<file path="config.mk">
export PLATFORM = sky130hd
export DESIGN_NAME = scanner_host_read_port
export DESIGN_NICKNAME = d
export VERILOG_FILES = /design/src/inc/scan_port_pkg.sv /design/src/hw/pin_sync3.sv /design/src/hw/pixel_packer.sv /design/src/hw/scanner_host_read_port.sv
export VERILOG_INCLUDE_DIRS = /design/src /design/src/inc
export SDC_FILE = /design/constraint.sdc
export NUM_CORES = 2
export LEC_CHECK = 0
export ABC_AREA = 1
export BUFFER_PORTS_ARGS = -buffer_cell sky130_fd_sc_hd__clkbuf_2
export CAP_MARGIN = 25
export CORE_MARGIN = 5
export CORE_UTILIZATION = 37
export DETAILED_ROUTE_END_ITERATION = 7
export GPL_TIMING_DRIVEN = 1
export PLACE_DENSITY = 0.59
export SLEW_MARGIN = 20
export SYNTH_ARGS = -nofsm -noshare
export SYNTH_HDL_FRONTEND = slang
export SYNTH_SLANG_ARGS = --single-unit
</file>
<file path="constraint.sdc">
create_clock -name clk -period 8.4 [get_ports clk]
set_input_delay 2.52 -clock clk [delete_from_list [all_inputs] [get_ports clk]]
set_output_delay 2.52 -clock clk [all_outputs]
set_load 0.05 [all_outputs]
</file>
<file path="src/inc/scan_port_consts.svh">
// offsets, field positions, reset values and timing counts of the host port
`ifndef SCAN_PORT_CONSTS_SVH
`define SCAN_PORT_CONSTS_SVH
`define REG_PIXEL 8'h00
`define REG_STATUS 8'h02
`define REG_TSEL 8'h03
`define REG_TPTR_LO 8'h04
`define REG_TPTR_HI 8'h05
`define REG_TPORT 8'h06
`define REG_CMD 8'h07
`define REG_CFG 8'h42
`define REG_FEED 8'h10
`define REG_HOLD 8'h11
`define REG_VSTART 8'h12
`define REG_VEND 8'h13
`define REG_FMT 8'h14
`define CMD_SCAN_BIT 3
`define CFG_NIBBLE_BIT 0
`define TSEL_OG_BIT 0
`define TPTR_RD_BIT 7
`define FMT_COLOR3_BIT 2
`define FMT_PS1_BIT 4
`define FMT_PS2_BIT 5
`define NIB_IDLE 4'h9
`define VEND_RST 8'hFF
`define LB_DEPTH 64
`define LB_AW 6
`define LB_HALT_LVL 7'h3F
`define CLK_NS 50
`define STEP_NS 40000
`define STEP_CYC ((`STEP_NS + `CLK_NS - 1) / `CLK_NS)
`define HOLD_UNIT_NS 1000000
`endif

</file>
<file path="src/inc/scan_port_pkg.sv">
// types shared by the host read port and its helpers
package scan_port_pkg;
  typedef enum logic [4:0] {
    H_IDLE = 5'b00001,
    H_WHOLD = 5'b00010,
    H_RDRIVE = 5'b00100,
    H_RBUSY = 5'b01000,
    H_REND = 5'b10000
  } host_st_t;
  typedef enum logic [3:0] {
    S_IDLE = 4'b0001,
    S_FEED = 4'b0010,
    S_ACQ = 4'b0100,
    S_HALT = 4'b1000
  } scan_st_t;
  // host pins after the synchroniser
  typedef struct packed {
    logic ifsel;
    logic [1:0] ps;
    logic init_n;
    logic selin_n;
    logic autofeed_n;
    logic strobe_n;
    logic [7:0] data;
  } pins_t;
  // status lines back to the host
  typedef struct packed {
    logic busy;
    logic ack;
    logic pe;
    logic select;
    logic error;
  } stat_pins_t;
endpackage

</file>
<file path="src/hw/pin_sync3.sv">
// three-flop synchroniser with agreement filter for host pins
`timescale 1ns/10ps
module pin_sync3 #(
  parameter int W = 15
) (
  // clock and reset
  input wire logic clk,
  input wire logic rstn,
  // pins and filtered copy
  input wire logic [W-1:0] d,
  output logic [W-1:0] q
);
  typedef struct packed {
    logic [W-1:0] s1;
    logic [W-1:0] s2;
    logic [W-1:0] s3;
    logic [W-1:0] q;
  } sync_st_t;
  sync_st_t r_r, r_nxt;

  // ----------------------------------------
  // a bit changes only once stages two and three agree
  // ----------------------------------------
  always_comb begin
    r_nxt = r_r;
    r_nxt.s1 = d;
    r_nxt.s2 = r_r.s1;
    r_nxt.s3 = r_r.s2;
    for (int i = 0; i < W; i++) begin
      if (r_r.s2[i] == r_r.s3[i]) begin
        r_nxt.q[i] = r_r.s3[i];
      end
    end
  end

  always_ff @(posedge clk or negedge rstn) begin
    if (!rstn) begin
      r_r <= '1;
    end else begin
      r_r <= r_nxt;
    end
  end

  assign q = r_r.q;
endmodule

</file>
<file path="src/hw/pixel_packer.sv">
// windows sensor samples and packs low-depth pixels into bytes
`timescale 1ns/10ps
module pixel_packer (
  // clock and reset
  input wire logic clk,
  input wire logic rstn,
  // sensor stream
  input wire logic pix_valid,
  input wire logic [7:0] pix,
  input wire logic line_end,
  // format
  input wire logic [1:0] depth,
  input wire logic color3,
  input wire logic [7:0] vstart,
  input wire logic [7:0] vend,
  // packed bytes
  output logic byte_valid,
  output logic [7:0] byte_data
);
  typedef struct packed {
    logic [7:0] idx;
    logic [1:0] sub;
    logic [7:0] acc;
    logic [3:0] nbits;
    logic bv;
    logic [7:0] bd;
  } pack_st_t;
  pack_st_t r_r, r_nxt;
  logic [3:0] bits;

  // depth code 0..3 means 8, 4, 2, 1 bits per pixel
  always_comb begin
    bits = 4'h8 >> depth;
    r_nxt = r_r;
    r_nxt.bv = 1'b0;
    if (line_end) begin
      // flush a part byte, pixels left-aligned
      if (r_r.nbits != 4'h0) begin
        r_nxt.bv = 1'b1;
        r_nxt.bd = r_r.acc << (4'h8 - r_r.nbits);
      end
      r_nxt.idx = 8'h00;
      r_nxt.sub = 2'h0;
      r_nxt.nbits = 4'h0;
      r_nxt.acc = 8'h00;
    end else if (pix_valid) begin
      if (r_r.idx >= vstart && r_r.idx <= vend) begin
        if (depth == 2'h0) begin
          r_nxt.bv = 1'b1;
          r_nxt.bd = pix;
        end else begin
          r_nxt.acc = (r_r.acc << bits) | (pix >> (4'h8 - bits));
          r_nxt.nbits = r_r.nbits + bits;
          if (r_r.nbits + bits == 4'h8) begin
            r_nxt.bv = 1'b1;
            r_nxt.bd = (r_r.acc << bits) | (pix >> (4'h8 - bits));
            r_nxt.nbits = 4'h0;
          end
        end
      end
      // interleaved colour shares one pixel index
      if (color3 && r_r.sub != 2'h2) begin
        r_nxt.sub = r_r.sub + 2'h1;
      end else begin
        r_nxt.sub = 2'h0;
        r_nxt.idx = r_r.idx + 8'h01;
      end
    end
  end

  always_ff @(posedge clk or negedge rstn) begin
    if (!rstn) begin
      r_r <= '0;
    end else begin
      r_r <= r_nxt;
    end
  end

  assign byte_valid = r_r.bv;
  assign byte_data = r_r.bd;
endmodule

</file>
<file path="src/hw/scanner_host_read_port.sv">
// host data port of the scanner: parallel and micro bus access, table port, scan data path
`timescale 1ns/10ps
`include "scan_port_consts.svh"
module scanner_host_read_port #(
  parameter int HOLD_UNIT_CYC = `HOLD_UNIT_NS / `CLK_NS
) (
  // clock and reset
  input wire logic clk,
  input wire logic rstn,
  // host data pins
  input wire logic [7:0] d_in,
  output logic [7:0] d_out,
  output logic d_oe,
  // host control pins
  input wire logic strobe_n,
  input wire logic autofeed_n,
  input wire logic selin_n,
  input wire logic init_n,
  output scan_port_pkg::stat_pins_t stat,
  // strap and paper sensors
  input wire logic interface_select_pin,
  input wire logic [1:0] paper_sensor,
  // table memory
  output logic [16:0] tbl_addr,
  output logic tbl_og,
  output logic tbl_we,
  output logic [15:0] tbl_wdata,
  input wire logic [15:0] tbl_rdata,
  // sensor stream
  output logic acq_en,
  input wire logic pix_valid,
  input wire logic [7:0] pix,
  input wire logic line_end,
  input wire logic pause_req,
  // motor
  output logic motor_step,
  output logic motor_on
);
  typedef struct packed {
    scan_port_pkg::host_st_t hst;
    scan_port_pkg::scan_st_t sst;
    logic busy;
    logic oe;
    logic [3:0] nib;
    logic [7:0] dout;
    logic [7:0] addr;
    logic [7:0] tsel;
    logic [7:0] cmd;
    logic [7:0] cfg;
    logic [7:0] feed;
    logic [7:0] hold;
    logic [7:0] vstart;
    logic [7:0] vend;
    logic [7:0] fmt;
    logic [14:0] tptr;
    logic trd;
    logic half;
    logic tinc;
    logic [7:0] wlo;
    logic [15:0] pre;
    logic twe;
    logic [15:0] twd;
    logic [3:0] prev;
    logic [1:0] ps_prev;
    logic [`LB_DEPTH-1:0][7:0] mem;
    logic [`LB_AW-1:0] wp;
    logic [`LB_AW-1:0] rp;
    logic [`LB_AW:0] cnt;
    logic [7:0] steps;
    logic [9:0] tmr;
    logic step;
    logic mon;
    logic [15:0] ucnt;
    logic [7:0] hcnt;
    logic lpause;
    logic le_d;
  } port_st_t;

  localparam port_st_t ST_RST = '{
    hst: scan_port_pkg::H_IDLE,
    sst: scan_port_pkg::S_IDLE,
    nib: `NIB_IDLE,
    // pins idle high, so no false edge after reset
    prev: 4'hF,
    vend: `VEND_RST,
    default: '0
  };

  port_st_t r_r, r_nxt;
  scan_port_pkg::pins_t p;
  logic pk_v;
  logic [7:0] pk_d;
  logic up_mode, cs, ev_addr, ev_wr, ev_rd, push, pop, og, scanning;
  logic [7:0] pbyte, rbyte;

  // ----------------------------------------
  // input synchronisers
  // ----------------------------------------
  // every host pin passes three synchroniser flops and the filter flop
  pin_sync3 #(
    .W($bits(scan_port_pkg::pins_t))
  ) u_sync (
    .clk(clk),
    .rstn(rstn),
    .d({interface_select_pin, paper_sensor, init_n, selin_n, autofeed_n, strobe_n, d_in}),
    .q(p)
  );

  pixel_packer u_pack (
    .clk(clk),
    .rstn(rstn),
    .pix_valid(pix_valid),
    .pix(pix),
    .line_end(line_end),
    .depth(r_r.fmt[1:0]),
    .color3(r_r.fmt[`FMT_COLOR3_BIT]),
    .vstart(r_r.vstart),
    .vend(r_r.vend),
    .byte_valid(pk_v),
    .byte_data(pk_d)
  );

  // status register image, also used as the per-line trailer
  function automatic logic [7:0] stat_byte(input port_st_t s, input logic pause);
    stat_byte = {2'b00, p.ps, pause, (s.cnt == '0), (s.cnt == `LB_DEPTH),
                 (s.sst != scan_port_pkg::S_IDLE)};
  endfunction

  // ----------------------------------------
  // host protocol, registers, buffer and scan control
  // ----------------------------------------
  always_comb begin
    r_nxt = r_r;
    r_nxt.twe = 1'b0;
    r_nxt.step = 1'b0;
    r_nxt.tinc = 1'b0;
    // a write pulse keeps its address; the pointer moves a cycle later
    if (r_r.tinc) begin
      r_nxt.tptr = r_r.tptr + 15'h0001;
    end
    ev_addr = 1'b0;
    ev_wr = 1'b0;
    ev_rd = 1'b0;
    push = 1'b0;
    pop = 1'b0;
    pbyte = 8'h00;
    og = r_r.tsel[`TSEL_OG_BIT];
    scanning = (r_r.sst != scan_port_pkg::S_IDLE);
    up_mode = p.ifsel;
    cs = !p.init_n;
    r_nxt.prev = {p.init_n, p.selin_n, p.autofeed_n, p.strobe_n};
    if (up_mode) begin
      // select-in latches address, strobe writes, autofeed reads
      if (cs && r_r.prev[2] && !p.selin_n) begin
        ev_addr = 1'b1;
      end
      if (cs && !r_r.prev[0] && p.strobe_n) begin
        ev_wr = 1'b1;
      end
      if (cs && r_r.prev[1] && !p.autofeed_n) begin
        ev_rd = 1'b1;
      end
      r_nxt.oe = cs && !p.autofeed_n;
      r_nxt.busy = 1'b0;
      r_nxt.hst = scan_port_pkg::H_IDLE;
    end else begin
      case (r_r.hst)
        scan_port_pkg::H_IDLE: begin
          // address phase of reads and writes alike
          if (!p.strobe_n && !p.selin_n) begin
            ev_addr = 1'b1;
            r_nxt.busy = 1'b1;
            r_nxt.hst = scan_port_pkg::H_WHOLD;
          end else if (!p.strobe_n && !p.autofeed_n) begin
            ev_wr = 1'b1;
            r_nxt.busy = 1'b1;
            r_nxt.hst = scan_port_pkg::H_WHOLD;
          end else if (p.strobe_n && !p.autofeed_n) begin
            ev_rd = 1'b1;
            r_nxt.hst = scan_port_pkg::H_RDRIVE;
          end
        end
        scan_port_pkg::H_WHOLD: begin
          // busy drops once both latch strobes are released
          if (p.selin_n && p.autofeed_n) begin
            r_nxt.busy = 1'b0;
            r_nxt.hst = scan_port_pkg::H_IDLE;
          end
        end
        scan_port_pkg::H_RDRIVE: begin
          // data stood a cycle before busy rises
          r_nxt.busy = 1'b1;
          r_nxt.hst = scan_port_pkg::H_RBUSY;
        end
        scan_port_pkg::H_RBUSY: begin
          if (p.autofeed_n) begin
            // second nibble first, busy low next
            if (r_r.cfg[`CFG_NIBBLE_BIT]) begin
              r_nxt.nib = r_r.dout[7:4];
            end else begin
              // float the bus before busy falls
              r_nxt.oe = 1'b0;
            end
            r_nxt.hst = scan_port_pkg::H_REND;
          end
        end
        scan_port_pkg::H_REND: begin
          r_nxt.busy = 1'b0;
          r_nxt.hst = scan_port_pkg::H_IDLE;
        end
        default: begin
          r_nxt.hst = scan_port_pkg::H_IDLE;
        end
      endcase
    end

    // address latch; a table address latch primes the prefetch
    if (ev_addr) begin
      r_nxt.addr = p.data;
      if (p.data == `REG_TPORT) begin
        r_nxt.pre = tbl_rdata;
      end
    end

    // data phases use the last latched address
    if (ev_rd) begin
      case (r_r.addr)
        `REG_PIXEL: begin
          pbyte = r_r.mem[r_r.rp];
          pop = (r_r.cnt != '0);
        end
        `REG_STATUS: pbyte = stat_byte(r_r, r_r.sst == scan_port_pkg::S_HALT);
        `REG_TSEL: pbyte = r_r.tsel;
        `REG_TPTR_LO: pbyte = r_r.tptr[7:0];
        `REG_TPTR_HI: pbyte = {r_r.trd, r_r.tptr[14:8]};
        // table port reads follow their own sequencing
        `REG_TPORT: begin
          if (og) begin
            pbyte = r_r.half ? r_r.pre[15:8] : r_r.pre[7:0];
          end else begin
            pbyte = tbl_rdata[7:0];
          end
        end
        `REG_CMD: pbyte = r_r.cmd;
        `REG_CFG: pbyte = r_r.cfg;
        `REG_FEED: pbyte = r_r.feed;
        `REG_HOLD: pbyte = r_r.hold;
        `REG_VSTART: pbyte = r_r.vstart;
        `REG_VEND: pbyte = r_r.vend;
        `REG_FMT: pbyte = r_r.fmt;
        default: pbyte = 8'h00;
      endcase
      r_nxt.dout = pbyte;
      if (!up_mode && r_r.cfg[`CFG_NIBBLE_BIT]) begin
        // first nibble on the status lines
        r_nxt.nib = pbyte[3:0];
      end else if (!up_mode) begin
        r_nxt.oe = 1'b1;
      end
    end

    if (ev_wr) begin
      case (r_r.addr)
        `REG_TSEL: r_nxt.tsel = p.data;
        `REG_TPTR_LO: r_nxt.tptr[7:0] = p.data;
        `REG_TPTR_HI: begin
          r_nxt.tptr[14:8] = p.data[6:0];
          r_nxt.trd = p.data[`TPTR_RD_BIT];
        end
        `REG_TPORT: begin
          if (!r_r.trd && (!og || r_r.half)) begin
            r_nxt.twe = 1'b1;
            r_nxt.twd = og ? {p.data, r_r.wlo} : {8'h00, p.data};
          end
          r_nxt.wlo = p.data;
        end
        `REG_CMD: r_nxt.cmd = p.data;
        `REG_CFG: r_nxt.cfg = p.data;
        `REG_FEED: r_nxt.feed = p.data;
        `REG_HOLD: r_nxt.hold = p.data;
        `REG_VSTART: r_nxt.vstart = p.data;
        `REG_VEND: r_nxt.vend = p.data;
        `REG_FMT: r_nxt.fmt = p.data;
        default: begin
        end
      endcase
    end

    // pointer steps per byte for gamma, per word for offset/gain
    if ((ev_wr || ev_rd) && r_r.addr == `REG_TPORT) begin
      if (og) begin
        r_nxt.half = !r_r.half;
      end
      if (!og || r_r.half) begin
        r_nxt.tinc = 1'b1;
      end
    end
    if (ev_wr && (r_r.addr == `REG_TPTR_LO || r_r.addr == `REG_TPTR_HI
        || r_r.addr == `REG_TSEL)) begin
      r_nxt.half = 1'b0;
    end

    // ----------------------------------------
    // line buffer
    // ----------------------------------------
    // trailer byte the cycle after the line ends
    r_nxt.le_d = line_end && scanning;
    if (pause_req || r_r.sst == scan_port_pkg::S_HALT) begin
      r_nxt.lpause = 1'b1;
    end
    // bytes stored strictly in arrival order
    if (r_r.le_d && !(pk_v && scanning)) begin
      push = 1'b1;
      r_nxt.mem[r_r.wp] = stat_byte(r_r, r_r.lpause);
      r_nxt.lpause = pause_req;
    end else if (pk_v && scanning) begin
      push = 1'b1;
      r_nxt.mem[r_r.wp] = pk_d;
      // a flushed part byte goes first, the trailer waits a cycle
      r_nxt.le_d = r_nxt.le_d || r_r.le_d;
    end
    if (push && r_r.cnt == `LB_DEPTH) begin
      push = 1'b0;
    end
    if (push) begin
      r_nxt.wp = r_r.wp + 1'b1;
    end
    if (pop) begin
      r_nxt.rp = r_r.rp + 1'b1;
    end
    r_nxt.cnt = r_r.cnt + {{`LB_AW{1'b0}}, push} - {{`LB_AW{1'b0}}, pop};

    // ----------------------------------------
    // scan control
    // ----------------------------------------
    r_nxt.ps_prev = p.ps;
    if (ev_wr && r_r.addr == `REG_CMD) begin
      if (p.data[`CMD_SCAN_BIT] && !r_r.cmd[`CMD_SCAN_BIT]) begin
        // buffer cleared only on scan start
        r_nxt.wp = '0;
        r_nxt.rp = '0;
        r_nxt.cnt = '0;
        r_nxt.lpause = 1'b0;
        r_nxt.sst = scan_port_pkg::S_FEED;
        r_nxt.steps = r_r.feed;
        r_nxt.tmr = '0;
        r_nxt.mon = 1'b1;
      end else if (!p.data[`CMD_SCAN_BIT]) begin
        // a command with the scan bit clear ends the scan
        r_nxt.sst = scan_port_pkg::S_IDLE;
      end
    end else begin
      case (r_r.sst)
        scan_port_pkg::S_FEED: begin
          if (r_r.steps == 8'h00) begin
            r_nxt.sst = scan_port_pkg::S_ACQ;
          end else if (r_r.tmr == 10'(`STEP_CYC - 1)) begin
            r_nxt.tmr = '0;
            r_nxt.step = 1'b1;
            r_nxt.steps = r_r.steps - 8'h01;
          end else begin
            r_nxt.tmr = r_r.tmr + 10'h001;
          end
        end
        scan_port_pkg::S_ACQ: begin
          // stop acquiring near full, room kept for a trailer
          if (r_r.cnt >= `LB_HALT_LVL) begin
            r_nxt.sst = scan_port_pkg::S_HALT;
            r_nxt.ucnt = '0;
            r_nxt.hcnt = '0;
          end
        end
        scan_port_pkg::S_HALT: begin
          // motor off after the hold time, resume once drained
          if (r_r.cnt == '0) begin
            r_nxt.sst = scan_port_pkg::S_ACQ;
            r_nxt.mon = 1'b1;
          end else if (r_r.hcnt >= r_r.hold) begin
            r_nxt.mon = 1'b0;
          end else if (r_r.ucnt == 16'(HOLD_UNIT_CYC - 1)) begin
            r_nxt.ucnt = '0;
            r_nxt.hcnt = r_r.hcnt + 8'h01;
          end else begin
            r_nxt.ucnt = r_r.ucnt + 16'h0001;
          end
        end
        default: begin
        end
      endcase
      // enabled paper sensor change stops the scan
      if (scanning && ((r_r.fmt[`FMT_PS1_BIT] && p.ps[0] != r_r.ps_prev[0])
          || (r_r.fmt[`FMT_PS2_BIT] && p.ps[1] != r_r.ps_prev[1]))) begin
        r_nxt.sst = scan_port_pkg::S_IDLE;
        r_nxt.cmd[`CMD_SCAN_BIT] = 1'b0;
      end
    end
    if (r_nxt.sst == scan_port_pkg::S_IDLE) begin
      r_nxt.mon = 1'b0;
    end
  end

  always_ff @(posedge clk or negedge rstn) begin
    if (!rstn) begin
      r_r <= ST_RST;
    end else begin
      r_r <= r_nxt;
    end
  end

  // ----------------------------------------
  // outputs
  // ----------------------------------------
  assign d_out = r_r.dout;
  assign d_oe = r_r.oe;
  assign stat = '{busy: r_r.busy, ack: r_r.nib[3], pe: r_r.nib[2],
                  select: r_r.nib[1], error: r_r.nib[0]};
  assign tbl_addr = {r_r.tsel[2:1], r_r.tptr};
  assign tbl_og = r_r.tsel[`TSEL_OG_BIT];
  assign tbl_we = r_r.twe;
  assign tbl_wdata = r_r.twd;
  assign acq_en = (r_r.sst == scan_port_pkg::S_ACQ);
  assign motor_step = r_r.step;
  assign motor_on = r_r.mon;
endmodule

</file>
# After elaboration in Yosys (flattened, before gate mapping)
# Cells that the tools add are included.
word_totals:
  out_inout_bits: 52
  word_cells: 417
  reg_bits: 827
classes:
  n_reduce_logical: 86
  n_addsub: 14
  magnitude_cmp: 7
  eq_ne: 59
  n_bitwise: 2
  n_mux: 120
  n_shift: 4
op_table:
  columns: ["op", "n"]
  rows:
  - ["$bwmux 512", 2]
  - ["$mux 512", 2]
  - ["$mux 8", 14]
  - ["$pmux 8 s13", 1]
  - ["$mux 24", 3]
  - ["$mux 68", 1]
  - ["$mux 31", 2]
  - ["$mux 19", 3]
  - ["$mux 17", 3]
  - ["$bmux 8 s6", 1]
  - ["$demux 8 s6", 1]
  - ["$pmux 24 s2", 1]
  - ["$mux 1", 46]
  - ["$mux 4", 11]
  - ["$eq 8x3->1 const B", 5]
  - ["$eq 8x5->1 const B", 5]
  - ["$mux 5", 8]
  - ["$mux 37", 1]
  - ["$mux 16", 2]
  - ["$logic_and 1x1->1", 27]
  - ["$mux 13", 2]
  - ["$reduce_and 2->1", 13]
  - ["$mux 21", 1]
  - ["$pmux 5 s4", 1]
  - ["other kinds (68)", 136]

# Depth between registers and ports, before layout
depth:
  ltp_word: 11
  ltp_mapped: 21

# Hierarchy
# Synthesis repeated with hierarchy kept, for this count alone.
hier_totals:
  hier_cells: 5288
  area_unflattened_um2: 41035.6
by_module_without_submodules:
  columns: ["mod", "cells_per_inst", "area_each_um2", "seq_area_each_um2", "instances"]
  rows:
  - ["scanner_host_read_port", 4737, 36361.1, 18436.4, 1]
  - ["pixel_packer", 416, 2741.4, 775.7, 1]
  - ["pin_sync3", 135, 1933.1, 1576.5, 1]

# Worst setup path before layout
# OpenSTA, ideal clock, no wires.
synth_path:
  kind: "input -> register"
  startpoint: "in pix_valid"
  endpoint: "reg u_pack.r_r[10] (netlist name)"
  stages: 9
  required_time_ns: 8.334
  setup_ns: 0.066
  slack_ns: 4.686
  t_arrival_ns: 3.648
  n_path_buf: 1
  cell_sequence: "inv_1 -> nor2_1 -> inv_1 -> nor2_1 -> inv_1 -> clkbuf_1 -> nor2_1 -> nand2_1 -> nand2_1"
synth_between:
  elab_chain_cells: 2
synth_rtl:
  columns: ["element", "line", "source"]
  rows:
  - ["start: declaration", "scanner_host_read_port.sv:31", "input wire logic pix_valid,"]
  - ["$reduce_bool 2->1 (no source line)", null, null]
  - ["$reduce_and 3->1 (no source line)", null, null]
  - ["end signal: assignment", "pixel_packer.sv:75", "r_r <= r_nxt;"]
  - ["end: declaration", "pixel_packer.sv:28", "pack_st_t r_r, r_nxt;"]
# No other way between the ends.
# A chain may end at the register's enable or synchronous reset.

# Final worst setup path
layout_path:
  startpoint: "reg r_r[729] (netlist name)"
  endpoint: "out acq_en"
layout_between:
  elab_chain_cells: 1
layout_rtl:
  columns: ["element", "line", "source"]
  rows:
  - ["start: declaration", "scanner_host_read_port.sv:89", "port_st_t r_r, r_nxt;"]
  - ["start signal: assignment", "scanner_host_read_port.sv:406", "r_r <= r_nxt;"]
  - ["$eq 4x3->1", "scanner_host_read_port.sv:421", "assign acq_en = (r_r.sst == scan_port_pkg::S_ACQ);"]
  - ["end: declaration", "scanner_host_read_port.sv:30", "output logic acq_en,"]
# No other way between the ends.

==> impl_results.md <==
- Fraction of layout cells with a size suffix above 1: 0.0792
- First-pass DRT Iterations: 6
- WHS: 0.350 ns
- Power Density: approximately 330 mW/mm^2
- Worst rel slew slack: 0.216
- # clock sinks: between 800 and 900
- Cell area after layout: ~0.045 mm^2
- Req. time, crit path: between 5 and 6 ns
- Post-synth EDFFs: 0
- Critical Path Start Type: flop
- Final setup fails: 0
- Row count: 121
- Crit end category: output port
- CP max-delay cell: dfrtp_1
- CP cell instances: nor2_1 -> nand3_1 -> inv_1 -> clkbuf_2
- R2R Path End: d_out[0]$_DFFE_PN0N_
- Gpl congestion: 0.888
- Max Freq: between 200 and 250 MHz
- Status: complete, no violations
- Antenna Nets Post-Route: 0
- Resize count post-CTS: 0
- Reg2Reg Setup Slack: roughly 4.5 ns
- RSZ-0062 raised after global routing: false
- Final worst clock skew: ~0.030 ns
- CTS max path bufs: 3
- Most used flip-flop cell after synthesis: dfrtp_1
- Netlist cell types: 56
- Initial Util: 0.373
- Number of global-route vias before repair: 31,800
- Critical Path AT: 1.90 ns
- Post-DP HPWL: 71,900 um
- Post-place setup slack: roughly 3.9 ns
- # port buffers: 95
- Worst hold-check path type: flop to flop
- Iter 0 DRT Violations: 2,944
- Core area: 0.109 mm^2
- Max-Cap Viols: 0
- R2r startpoint: r_r[54]$_DFF_PN0_
- CTS root buf: clkbuf_16
- WS Path Type: flop to output port
- CTS Hold Bufs: 0
- Hold Fails Final Rpt: 0
- Setup TNS: 0 ns
- Critical Path Sink: acq_en
- Total track usage: 0.195
- CTS Buf Count: 93
- Count leader, synth: nand2_1
- WL/cell: 17.6 um
- Post-synth design cell area: about 0.041 mm^2
- First-pass GRT wire length: 184,000 um
- Post-synth top area cell: dfrtp_1
- Top post-synthesis cells by area: dfrtp_1 46%, nand2_1 16%, o21ai_0 9.1%, dfstp_2 4.8%, nand3_1 4.8%
- DRC violations left: 0
- Vias per std cell: 5.14
- Post-synthesis sequential area ratio: 0.511
- Chip height: about 340 um
- Final worst slack: 3.98 ns
- YS warnings: 0
- Die area: 0.117 mm^2
- Clock-pin slew on the worst setup and hold paths: approximately 0.06 ns
- # fillers: between 10,000 and 15,000
- Reg2reg path depth: 14
- Skew-Pair Late Insertion Delay: 0.67 ns
- Post-layout minimum cycle time: 4.42 ns
- Routed WL: 116,000 um
- Final max-slew violation count: 0
- Syn_nets: between 5,000 and 6,000
- Worst setup path start: r_r[729]$_DFF_PN0_
- Synth Register Bits: 827
- Post-CTS setup buffers: 0
- CP Max Fanout: 4
- Placed cell area: between 0.04 and 0.05 mm^2
- Syn_area_per_cell: 7.84 um^2
- Vias: 33,800
- Nets: 5,187
- Area grow syn2layout: 10.4%
- Post-synth top cells: 1,743 x nand2_1, 752 x dfrtp_1, 743 x o21ai_0
- Async SR Flop Fraction: 1.00
- H-tree Lvls: 3
- Ports: 96
- Die W: 342 um
- Initial antenna violation count: 1
- GR Overflow Total: 0
- Final worst path period share: 0.526
- Pin count of the biggest net entering global routing: 199
- Mapped Cells: a little over 5,000
- Peak VDD IR: around 0.00028 V
- Leak: between 20 and 25 nW
- CTS tree: yes
- Synth top area share: 0.462
- Power Total: 14.8 mW
- Hold path startpoint: u_sync.r_nxt[44]$_DFF_PN1_
- Tightest Pin Transition: 1.18 ns
- CP peak stage delay: ~0.40 ns
==> power breakdown <==
group	leakage, nW	internal, mW	switching, mW
combinational	8.64	1.37	3.51
sequential	10.9	4.96	0.741
clock	1.52	2.48	1.70
==> flip-flops by register name (all words and copies together), names as in the netlist <==
register,count
tbl_og,1
tbl_addr,17
d_oe,1
u_sync.q,15
tbl_wdata,16
tbl_we,1
u_pack.r_r,22
u_sync.r_r,15
d_out,8
u_pack.byte_data,8
r_r,685
motor_on,1
u_sync.r_nxt,30
stat,5
motor_step,1
u_pack.byte_valid,1
==> routing by layer <==
| layer | up-vias | part of all wire | GRT usage |
|---|---|---|---|
| met2 | 853 | 0.45 | 0.310 |
| met4 | 2 | 0.026 | 0.0523 |
| li1 | 16500 | - | - |
| met3 | 185 | 0.056 | 0.0307 |
| met1 | 16300 | 0.46 | 0.278 |
| met5 | - | 0.000095 | 0 |
==> layout by cell type, fill, tap and decap left out, types with 15 or more instances in the layout <==
cell type,count
nand2_1,1741
nand4_1,62
o21ai_0,743
dfstp_2,75
clkbuf_1,30
maj3_1,15
o22ai_1,26
clkbuf_8,24
ha_1,51
buf_4,29
nor3_1,32
dfrtp_1,750
inv_1,454
clkbuf_16,95
nor2_1,234
nand3_1,391
a21oi_1,76
clkbuf_2,94
xor2_1,31
o211ai_1,33
==> worst min-delay path by stage <==
stage,to,slack [ns],cells after the start
2_1_floorplan,u_sync.r_nxt[15]$_DFF_PN1_,0.35,0
3_3_place_gp,u_sync.r_nxt[20]$_DFF_PN1_,0.35,0
3_5_place_dp,u_sync.r_nxt[20]$_DFF_PN1_,0.35,0
4_1_cts,u_sync.r_nxt[24]$_DFF_PN1_,0.35,0
5_1_grt,u_sync.r_nxt[24]$_DFF_PN1_,0.35,0
6_report,u_sync.r_nxt[29]$_DFF_PN1_,0.35,0
==> layout make-up <==
| class | count | area [um^2] | area share |
|---|---|---|---|
| Tap cell | 1414 | 1770 | 0.0394 |
| Sequential cell | 827 | 20800 | 0.463 |
| Inverter | 470 | 1770 | 0.0394 |
| Clock inverter | 23 | 302 | 0.00671 |
| Timing Repair Buffer | 132 | 853 | 0.0190 |
| Multi-Input combinational cell | 3566 | 16600 | 0.370 |
| Clock buffer | 149 | 2820 | 0.0627 |
| Antenna cell | 1 | 2.50 | 0.0000557 |
==> per-stage QoR <==
| stage | cells | utilization |
|---|---|---|
| 3_3_place_gp | 6407 | 0.383 |
| 6_report | 6582 | 0.412 |
| 3_5_place_dp | 6408 | 0.384 |
| 4_1_cts | 6580 | 0.412 |
| 2_1_floorplan | 5191 | - |
| 5_1_grt | 6581 | 0.412 |
==> cell families after synthesis <==
family / synth area share
flops: 0.511
compound gates: 0.120
fa+ha+maj: 0.0204
mux: 0.00298
buf+inv: 0.0824
simple gates: 0.256
xor+xnor: 0.00775
==> worst max-delay path: cells and delay by family (launching register included) <==
kind,cells,cell delay (ns)
buffers and inverters,2,0.47
AND/OR/NAND/NOR,2,0.35
flip-flops,1,0.40
No activity file was read; power rests on OpenSTA's default activity.
